<file path="src/shared/brc_pkg.sv">
// constants for the bridge reset and ready control block
// assumes a 40 MHz core clock and a 32-bit classic wishbone register port
package brc_pkg;

  // clock rate and derived timing
  localparam int unsigned CLK_KHZ = 40000;
  localparam int unsigned RESET_OUT_N_HOLD_US = 100;
  localparam int unsigned RESET_OUT_N_HOLD_CYC = (RESET_OUT_N_HOLD_US * CLK_KHZ + 999) / 1000;
  localparam int unsigned SWITCH_HOLD_MS = 3000;
  localparam int unsigned SWITCH_HOLD_CYC = SWITCH_HOLD_MS * CLK_KHZ;
  localparam int unsigned HOLD_CNT_W = 12;

  // strap capture
  localparam int unsigned STRAP_W = 31;
  localparam int unsigned STRAP_STAGES = 3;

  // register byte offsets
  localparam logic [7:0] ADDR_CTRL = 8'h00;
  localparam logic [7:0] ADDR_STAT = 8'h04;
  localparam logic [7:0] ADDR_CFG = 8'h08;

  // control register fields and reset values
  localparam int unsigned CTRL_SWRST_BIT = 0;
  localparam int unsigned CTRL_RDY_BIT = 1;
  localparam int unsigned CTRL_SWEN_BIT = 2;
  localparam logic CTRL_SWEN_RST = 1'b1;

  // status register fields
  localparam int unsigned STAT_CAUSE_SW_BIT = 0;
  localparam int unsigned STAT_CAUSE_SWITCH_BIT = 1;
  localparam int unsigned STAT_CAUSE_AUX_BIT = 2;
  localparam int unsigned STAT_RDY_SENSE_BIT = 3;
  localparam int unsigned STAT_SYSCON_BIT = 4;
  localparam int unsigned STAT_BUS_LIVE_BIT = 5;
  localparam int unsigned STAT_ABORT_BIT = 6;

  // configuration register: straps in low bits, 64-bit request strap on top
  localparam int unsigned CFG_REQ64_BIT = 31;

endpackage : brc_pkg

</file>
<file path="src/hw/brc_top.sv">
// reset sequencing, reset cause, strap latch and board-ready control
// assumes board reset, switch and strap inputs timed to clk_i and a
// classic wishbone master; rst_n_i is the block's own bring-up reset
//
// Decided for this implementation: the register offsets and the Wishbone register port.

// Functional notes
// - sample straps, latch at power-up release
// - straps pass several cascaded register stages
// - system reset spares memory refresh logic
// - ignore bus cycles until both resets released; code acks every cycle and drops only control writes
// - system reset keeps latched configuration
// - reset-out from power-up, switch, aux, software
// - reset-out never resets internal logic
// - reset-out stretched 100 us after sources
// - switch must hold three seconds
// - abort at once, reset after hold
// - aux input merged into reset-out
// - software bit sticky until system reset
// - capture reset cause at system reset
// - either reset clears ready, drives low
// - ready bit set releases line drive
// - status shows actual ready line level
// - system-controller pin readable by software
module brc_top
  import brc_pkg::*;
#(
  parameter int unsigned SW_HOLD_CYC = SWITCH_HOLD_CYC,
  parameter int unsigned OUT_HOLD_CYC = RESET_OUT_N_HOLD_CYC,
  parameter int unsigned STAGES = STRAP_STAGES
) (
  input wire logic clk_i,
  input wire logic rst_n_i,
  // wishbone classic slave
  input wire logic wb_cyc_i,
  input wire logic wb_stb_i,
  input wire logic wb_we_i,
  input wire logic [7:0] wb_adr_i,
  input wire logic [3:0] wb_sel_i,
  input wire logic [31:0] wb_dat_i,
  output logic [31:0] wb_dat_o,
  output logic wb_ack_o,
  // board reset pins
  input wire logic power_up_reset_n_i,
  input wire logic sys_reset_n_i,
  input wire logic reset_switch_n_i,
  input wire logic abort_switch_n_i,
  input wire logic aux_reset_n_i,
  input wire logic system_controller_n_i,
  input wire logic [STRAP_W-1:0] local_addr_data_bus_i,
  input wire logic req64_n_i,
  output logic reset_out_n_o,
  // open-drain board-ready line
  input wire logic board_ready_line_i,
  output logic board_ready_line_o,
  output logic board_ready_line_oe_o,
  // resets and status toward the rest of the device
  output logic core_reset_n_o,
  output logic refresh_reset_n_o,
  output logic bus_enable_o,
  output logic abort_o,
  output logic [STRAP_W:0] config_o
);

  localparam int unsigned OW = $clog2(OUT_HOLD_CYC + 1);

  initial begin
    if (STAGES < 2) $error("brc_top: strap path needs at least two stages");
    if (OUT_HOLD_CYC < 1) $error("brc_top: reset-out stretch must be positive");
  end

  // synchronised pins
  logic [5:0] pins_s;
  logic power_up_reset_n_s;
  logic sysrst_s;
  logic sw_s;
  logic abt_s;
  logic aux_s;
  logic system_controller_n_s;
  logic rdy_line_s;

  // internal state
  logic power_up_reset_n_prev_ff;
  logic sysrst_prev_ff;
  logic [STRAP_W:0] strap_pipe_ff [STAGES];
  logic [STRAP_W:0] cfg_ff;
  logic swrst_ff;
  logic nxt_swrst;
  logic rdy_ff;
  logic nxt_rdy;
  logic swen_ff;
  logic nxt_swen;
  logic [2:0] cause_ff;
  logic [OW-1:0] hold_cnt_ff;
  logic [OW-1:0] nxt_hold_cnt;
  logic rst_out_n_ff;
  logic rdy_oe_ff;
  logic core_n_ff;
  logic refresh_n_ff;
  logic bus_en_ff;
  logic abort_ff;
  logic ack_ff;
  logic [31:0] rdat_ff;

  // reset inputs pass two flops before any use
  // these pins reset to their idle high level: no false press, abort or
  // system reset edge follows bring-up
  brc_sync #(
    .W(6),
    .RST_VAL(1'b1)
  ) u_sync (
    .clk_i(clk_i),
    .rst_n_i(rst_n_i),
    .d_i({board_ready_line_i, system_controller_n_i, aux_reset_n_i,
          abort_switch_n_i, reset_switch_n_i, sys_reset_n_i}),
    .q_o(pins_s)
  );

  // power-up reset has its own synchroniser so it can reset to asserted
  brc_sync #(
    .W(1),
    .RST_VAL(1'b0)
  ) u_sync_pu (
    .clk_i(clk_i),
    .rst_n_i(rst_n_i),
    .d_i(power_up_reset_n_i),
    .q_o(power_up_reset_n_s)
  );

  // active-high views of the synchronised pins
  assign sysrst_s = !pins_s[0];
  assign sw_s = !pins_s[1];
  assign abt_s = !pins_s[2];
  assign aux_s = !pins_s[3];
  assign system_controller_n_s = !pins_s[4];
  assign rdy_line_s = pins_s[5];

  // switch reset after a continuous three-second hold
  logic sw_held;
  brc_hold_det #(
    .HOLD(SW_HOLD_CYC)
  ) u_hold (
    .clk_i(clk_i),
    .rst_n_i(rst_n_i),
    .level_i(sw_s),
    .held_o(sw_held)
  );

  // reset events
  logic pu_active;
  logic core_rst;
  logic pwr_rel;
  logic sys_fall;
  logic sys_cap;
  assign pu_active = !power_up_reset_n_s;
  assign core_rst = pu_active || sysrst_s;
  assign pwr_rel = power_up_reset_n_prev_ff == 1'b0 && power_up_reset_n_s;
  assign sys_fall = !sysrst_prev_ff && sysrst_s;
  // power-up reset wipes the cause, so a capture only counts without it
  assign sys_cap = sys_fall && !pu_active;

  // wishbone decode; writes are dropped while the core is in reset
  logic wb_req;
  logic wr_ctrl;
  logic sel_ctrl;
  logic sel_stat;
  logic sel_cfg;
  assign wb_req = wb_cyc_i && wb_stb_i && !ack_ff;
  assign sel_ctrl = wb_adr_i[7:2] == ADDR_CTRL[7:2];
  assign sel_stat = wb_adr_i[7:2] == ADDR_STAT[7:2];
  assign sel_cfg = wb_adr_i[7:2] == ADDR_CFG[7:2];
  assign wr_ctrl = wb_req && wb_we_i && sel_ctrl && wb_sel_i[0] && !core_rst;

  // software reset bit can only be set; system or power-up reset clears it
  assign nxt_swrst = core_rst ? 1'b0 : (swrst_ff || (wr_ctrl && wb_dat_i[CTRL_SWRST_BIT]));
  // ready bit cleared by either reset, otherwise software-owned
  assign nxt_rdy = core_rst ? 1'b0 : wr_ctrl ? wb_dat_i[CTRL_RDY_BIT] : rdy_ff;
  assign nxt_swen = pu_active ? CTRL_SWEN_RST : wr_ctrl ? wb_dat_i[CTRL_SWEN_BIT] : swen_ff;

  // reset-out sources, aux merged in; no path back into core resets
  logic reset_out_n_src;
  assign reset_out_n_src = pu_active || (sw_held && swen_ff) || aux_s || swrst_ff;

  // stretch counter reloads while any source is present
  assign nxt_hold_cnt = reset_out_n_src ? OW'(OUT_HOLD_CYC) :
                        (hold_cnt_ff != '0) ? hold_cnt_ff - 1'b1 : hold_cnt_ff;

  // read data mux
  logic [31:0] stat_w;
  logic [31:0] ctrl_w;
  logic [31:0] rmux;
  always_comb begin
    stat_w = '0;
    stat_w[STAT_CAUSE_AUX_BIT:STAT_CAUSE_SW_BIT] = cause_ff;
    stat_w[STAT_RDY_SENSE_BIT] = rdy_line_s;
    stat_w[STAT_SYSCON_BIT] = system_controller_n_s;
    stat_w[STAT_BUS_LIVE_BIT] = bus_en_ff;
    stat_w[STAT_ABORT_BIT] = abort_ff;
  end
  always_comb begin
    ctrl_w = '0;
    ctrl_w[CTRL_SWRST_BIT] = swrst_ff;
    ctrl_w[CTRL_RDY_BIT] = rdy_ff;
    ctrl_w[CTRL_SWEN_BIT] = swen_ff;
  end
  assign rmux = sel_ctrl ? ctrl_w : sel_stat ? stat_w : sel_cfg ? 32'(cfg_ff) : 32'h0000_0000;

  // reset edge trackers for power-up and system reset
  always_ff @(posedge clk_i) begin
    if (!rst_n_i) begin
      power_up_reset_n_prev_ff <= 1'b0;
      sysrst_prev_ff <= 1'b0;
    end else begin
      power_up_reset_n_prev_ff <= power_up_reset_n_s;
      sysrst_prev_ff <= sysrst_s;
    end
  end

  // straps cascade through several stages before use
  always_ff @(posedge clk_i) begin
    if (!rst_n_i) begin
      for (int i = 0; i < STAGES; i++) strap_pipe_ff[i] <= '0;
    end else begin
      strap_pipe_ff[0] <= {!req64_n_i, local_addr_data_bus_i};
      for (int i = 1; i < STAGES; i++) strap_pipe_ff[i] <= strap_pipe_ff[i-1];
    end
  end

  // configuration loads only on power-up release
  always_ff @(posedge clk_i) begin
    if (!rst_n_i) begin
      cfg_ff <= '0;
    end else if (pwr_rel) begin
      cfg_ff <= strap_pipe_ff[STAGES-1];
    end
  end

  // software-visible control bits
  always_ff @(posedge clk_i) begin
    if (!rst_n_i) begin
      swrst_ff <= 1'b0;
      rdy_ff <= 1'b0;
      swen_ff <= CTRL_SWEN_RST;
    end else begin
      swrst_ff <= nxt_swrst;
      rdy_ff <= nxt_rdy;
      swen_ff <= nxt_swen;
    end
  end

  // reset cause captured at system reset entry, cleared only by power-up
  always_ff @(posedge clk_i) begin
    if (!rst_n_i || pu_active) begin
      cause_ff <= '0;
    end else if (sys_fall) begin
      cause_ff <= {aux_s, sw_held, swrst_ff};
    end
  end

  // reset-out and board-ready enable outputs, both from flops
  always_ff @(posedge clk_i) begin
    if (!rst_n_i) begin
      hold_cnt_ff <= OW'(OUT_HOLD_CYC);
      rst_out_n_ff <= 1'b0;
      rdy_oe_ff <= 1'b1;
    end else begin
      hold_cnt_ff <= nxt_hold_cnt;
      rst_out_n_ff <= !(reset_out_n_src || nxt_hold_cnt != '0);
      rdy_oe_ff <= !nxt_rdy;
    end
  end

  // internal resets, bus gate and abort level
  always_ff @(posedge clk_i) begin
    if (!rst_n_i) begin
      core_n_ff <= 1'b0;
      refresh_n_ff <= 1'b0;
      bus_en_ff <= 1'b0;
      abort_ff <= 1'b0;
    end else begin
      core_n_ff <= !core_rst;
      refresh_n_ff <= !pu_active;
      bus_en_ff <= !core_rst;
      abort_ff <= abt_s;
    end
  end

  // wishbone answer one cycle after the request
  always_ff @(posedge clk_i) begin
    if (!rst_n_i) begin
      ack_ff <= 1'b0;
      rdat_ff <= '0;
    end else begin
      ack_ff <= wb_req;
      rdat_ff <= wb_req ? rmux : rdat_ff;
    end
  end

  assign wb_ack_o = ack_ff;
  assign wb_dat_o = rdat_ff;
  assign reset_out_n_o = rst_out_n_ff;
  assign board_ready_line_o = 1'b0;
  assign board_ready_line_oe_o = rdy_oe_ff;
  assign core_reset_n_o = core_n_ff;
  assign refresh_reset_n_o = refresh_n_ff;
  assign bus_enable_o = bus_en_ff;
  assign abort_o = abort_ff;
  assign config_o = cfg_ff;
endmodule : brc_top

</file>
<file path="src/hw/brc_sync.sv">
// two-stage synchroniser, one per bit
// assumes a synchronous active-low reset on the destination clock
module brc_sync #(
  parameter int unsigned W = 1,
  parameter logic RST_VAL = 1'b0
) (
  input wire logic clk_i,
  input wire logic rst_n_i,
  input wire logic [W-1:0] d_i,
  output logic [W-1:0] q_o
);

  initial begin
    if (W < 1) $error("brc_sync: width must be at least one");
  end

  // first stage feeds only the second stage
  genvar gi;
  generate
    for (gi = 0; gi < W; gi++) begin : g_bit
      logic meta_ff;
      logic sync_ff;
      always_ff @(posedge clk_i) begin
        if (!rst_n_i) begin
          meta_ff <= RST_VAL;
          sync_ff <= RST_VAL;
        end else begin
          meta_ff <= d_i[gi];
          sync_ff <= meta_ff;
        end
      end
      assign q_o[gi] = sync_ff;
    end
  endgenerate

endmodule : brc_sync

</file>
<file path="src/hw/brc_hold_det.sv">
// hold detector: output rises once the input has been high for HOLD cycles
// assumes a level already synchronised to clk_i
module brc_hold_det #(
  parameter int unsigned HOLD = 120000000
) (
  input wire logic clk_i,
  input wire logic rst_n_i,
  input wire logic level_i,
  output logic held_o
);

  localparam int unsigned CW = $clog2(HOLD + 1);

  logic [CW-1:0] cnt_ff;
  logic [CW-1:0] nxt_cnt;
  logic held_ff;
  logic nxt_held;

  initial begin
    if (HOLD < 1) $error("brc_hold_det: HOLD must be at least one");
  end

  // count restarts whenever the input drops, saturates at HOLD
  assign nxt_cnt = !level_i ? '0 : (cnt_ff == CW'(HOLD)) ? cnt_ff : cnt_ff + 1'b1;
  assign nxt_held = level_i && (nxt_cnt == CW'(HOLD));

  always_ff @(posedge clk_i) begin
    if (!rst_n_i) begin
      cnt_ff <= '0;
      held_ff <= 1'b0;
    end else begin
      cnt_ff <= nxt_cnt;
      held_ff <= nxt_held;
    end
  end

  assign held_o = held_ff;
endmodule : brc_hold_det

</file>
<file path="config.mk">
export PLATFORM = sky130hd
export DESIGN_NAME = brc_top
export DESIGN_NICKNAME = d
export VERILOG_FILES = /design/src/shared/brc_pkg.sv /design/src/hw/brc_top.sv /design/src/hw/brc_sync.sv /design/src/hw/brc_hold_det.sv
export SDC_FILE = /design/constraint.sdc
export NUM_CORES = 1
export LEC_CHECK = 0
export BUFFER_PORTS_ARGS = -buffer_cell sky130_fd_sc_hd__buf_2
export CAP_MARGIN = 40
export CORE_ASPECT_RATIO = 1.2
export CORE_MARGIN = 8
export CORE_UTILIZATION = 50
export DETAILED_ROUTE_END_ITERATION = 8
export GPL_TIMING_DRIVEN = 1
export PLACE_DENSITY_LB_ADDON = 0.12
export SLEW_MARGIN = 25
export SYNTH_ARGS = -nofsm -noshare
export SYNTH_HDL_FRONTEND = slang
export SYNTH_HIERARCHICAL = 1
export SYNTH_SLANG_ARGS = --single-unit
</file>
<file path="constraint.sdc">
create_clock -name clk_i -period 4.2 [get_ports clk_i]
set_input_delay 0.42 -clock clk_i [delete_from_list [all_inputs] [get_ports clk_i]]
set_output_delay 0.42 -clock clk_i [all_outputs]
set_load 0.005 [all_outputs]
</file>
==> out/qor.yml <==
clocking:
  cts_tree: "yes"
  cts_root_buf: "clkbuf_16"
  clockBufferDepth: 3
  cts.clk_slew.worst_paths_ps: 60
  clk_latency_ps: 510
  cts.repair.resized: 0
  ctsHoldBuffers: 0
  cts_buffers: 23
  cts_sinks: 227
  cts_setup_buffers: 0
  htree_levels: 1
logic_synthesis:
  yosysWarnings: 6
  synth_area_per_cell_sq_um: 9.581
  synth_fp_nets: 939
  synth_edf_count: 0
  async_reset_ff_share_pct: 0
  synth-main-ff-cell: "dfxtp_1"
  yosysSeqAreaShare_pct: 56.00
  synthDistinctLibCells: 65
  synthCells: 847
  synth_area_sq_um: 8115
  ys_ff_latch: 227
run:
  drv_cap: 0
floorplan:
  die_w_um: 132.3
  coreArea_sq_um: 16080
  initial_core_util_pct: 50.47
  rows: 51
  die_h_um: 155.6
  die_area_sq_um: 20580
  io_pins: 160
cells_and_area:
  mostFrequentLayoutCells: "227 x dfxtp_1, 124 x buf_2, 98 x and2_1"
  antenna_cells: 0
  area_growth_pct: 18.10
  layout_commonest_cell: "dfxtp_1"
  final_layout_size_suffix_gt1_share_pct: 19.98
  fin_util_pct: 59.60
  fin_nets: 1047
worst_setup_path:
  critical_path.endpoint_type: "flop"
  critPathMaxFanout: 8
  crit_type: "flop to flop"
  crit_arrival_ps: 3230
  critPathRequiredTime_ps: 4610
  critPathLaunchType: "flop"
routing:
  viasPerCell: 4.961
  dr.pass1.iters: 5
  wl_per_cell_um: 14.34
  drtIter0Drc: 393
  drc_errors: 0
  antenna_left: 0
  finalWirelength_um: 16960
  vias: 5869
pwr:
  pwr-share-comb_pct: 3.1
  p_int_w: 0.003399
  p_seq_share_pct: 51.5
  power.share.clock_pct: 45.5
  power_density_nw_per_um2: 449.8
  netSwitchingPower_w: 0.0009126
  power.ir.vdd_worst_mv: 0.3951
  p_total_w: 0.004311
  leakage_nw: 3.878
  p_sw_share_pct: 21.17
global_route:
  grt_pass1_vias: 5565
  antenna_found_initial: 0
  grt_pass1_wl_um: 27850
  gr-total-overflow: 0
  grt_max_degree: 58
  grtUsageTotal_pct: 16.01
timing:
  setup_violations: 0
  drv_slew: 0
  max_freq_mhz: 354.4
  tns_ps: 0
  finalHoldViolCount: 0
  period_minus_slack_ps: 2822
  holdWs_ps: 61.28
  worstMarginPinSlew_ps: 760.7
  maxSlewHeadroom_pct: 48.86
  grt_setup_unrepaired: "no"
  fin_skew_ps: 7.575
  finalCritPeriodShare_pct: 67.18
placed_design:
  hpwl_um: 11820
  port_buffers: 124
  place.gp.congestion: 0.8342
status:
  status: "complete, no violations"
worst_hold_path:
  hp-class: "input port to flop"
==> power by group through the flow <==
stage / Clock [W] / Combinational (W) / Sequential [W]
floorplan: 0 / 0.0000885 / 0.00226
global placement: 0 / 0.000133 / 0.00227
detailed placement: 0 / 0.000134 / 0.00227
CTS: 0.00200 / 0.000135 / 0.00222
global route: 0.00209 / 0.000149 / 0.00222
finish: 0.00196 / 0.000132 / 0.00222
==> flip-flops by register name, summed over array words and instances, names as in the netlist, 3 cells and up <==
| name | flops |
|---|---|
| u_hold/cnt_ff | 27 |
| u_sync/g_bit.meta_ff | 6 |
| config_o | 32 |
| u_sync/g_bit.sync_ff | 6 |
| cause_ff | 3 |
| strap_pipe_ff | 96 |
| wb_dat_o | 32 |
| hold_cnt_ff | 12 |
==> Yosys cell counts, drive strengths merged (2+ instances only) <==
cell type  number  area (sq um)
mux2i           9         90.09
o311ai          2         17.52
a22oi          32         240.2
nor4           11         117.6
buf            17         115.1
nand4b          3         26.28
and2           98         613.1
ha              4         50.05
or4             4         33.78
xnor2          16         140.1
a211oi          3         22.52
nand2          98         370.4
a311oi          2         17.52
and4b           2         20.02
nand4          13         96.34
dfxtp         227          4544
xor2           17         148.9
a31oi           5         31.28
nand2b         17         118.9
nor2           88         330.3
o21a            3         22.52
clkbuf         34         127.6
nor4b           2         17.52
a21oi          46         230.2
nand3b          2         15.01
a211o           2         17.52
or3             2         12.51
and4            3         26.28
nand3          13         70.07
nor2b           7         51.30
inv            18         67.57
o21ai          14         70.07
nor3            8         45.04
and3            7         43.79
o2111ai         2         17.52
==> per-layer routing <==
| metal | vias up | share of wire [%] | global-route usage [%] |
|---|---|---|---|
| met5 | - | 0 | 0 |
| met4 | 0 | 1.9 | 4.984 |
| met3 | 27 | 6.0 | 3.898 |
| met2 | 140 | 45 | 25.99 |
| met1 | 2661 | 47 | 20.65 |
| li1 | 3041 | - | - |
==> through the flow <==
| step | setup WS, ps | area (sq um) | cells |
|---|---|---|---|
| after floorplan | 1705 | 8115 | 847 |
| after global placement | 1439 | 8828 | 1141 |
| after detailed placement | 1387 | 8840 | 1142 |
| after CTS | 1373 | 9584 | 1183 |
| after global routing | 1183 | 9584 | 1183 |
| final | 1378 | 9584 | 1183 |
==> final timing paths <==
| path | from | endpoint | slack (ps) | cells after the start |
|---|---|---|---|---|
| setup / recovery | u_hold/cnt_ff[1] | u_hold/held_o | 1380 | 7 |
| hold / removal | req64_n_i | strap_pipe_ff[0][31] | 60 | 2 |
| setup reg to reg | u_hold/cnt_ff[1] | u_hold/held_o | 1380 | 7 |
| hold reg to reg | u_sync/g_bit[2].sync_ff | abort_o | 390 | 1 |
==> cells by family (layout without fill, tap and decap cells) <==
logic type	after synthesis	count (layout)	synth area share (%)
compound gates	122	122	9.667
xor+xnor	33	33	3.561
fa+ha+maj	4	4	0.6167
buf+inv	69	193	3.824
flops	227	227	56.00
mux	9	9	1.110
other cells	1	1	0.04621
simple gates	382	382	25.18
==> final cells by class <==
cell class	count	area (sq um)
multi-input cells	551	3263
clock inverters	8	61.31
fillers	1446	6496
inverters	18	67.56
clock buffers	33	683.2
well taps	212	265.3
flip-flops and latches	227	4544
repair buffers	134	699.4
==> critical path, stage by stage, from the launching register on <==
cell and delay (ps):
dfxtp_1 430, ha_1 270, nand3_1 180, nor4_2 610, nand4_1 210, xor2_1 200, or4bb_1 500, nor4_2 320
Power figures use the tool's default switching activity.
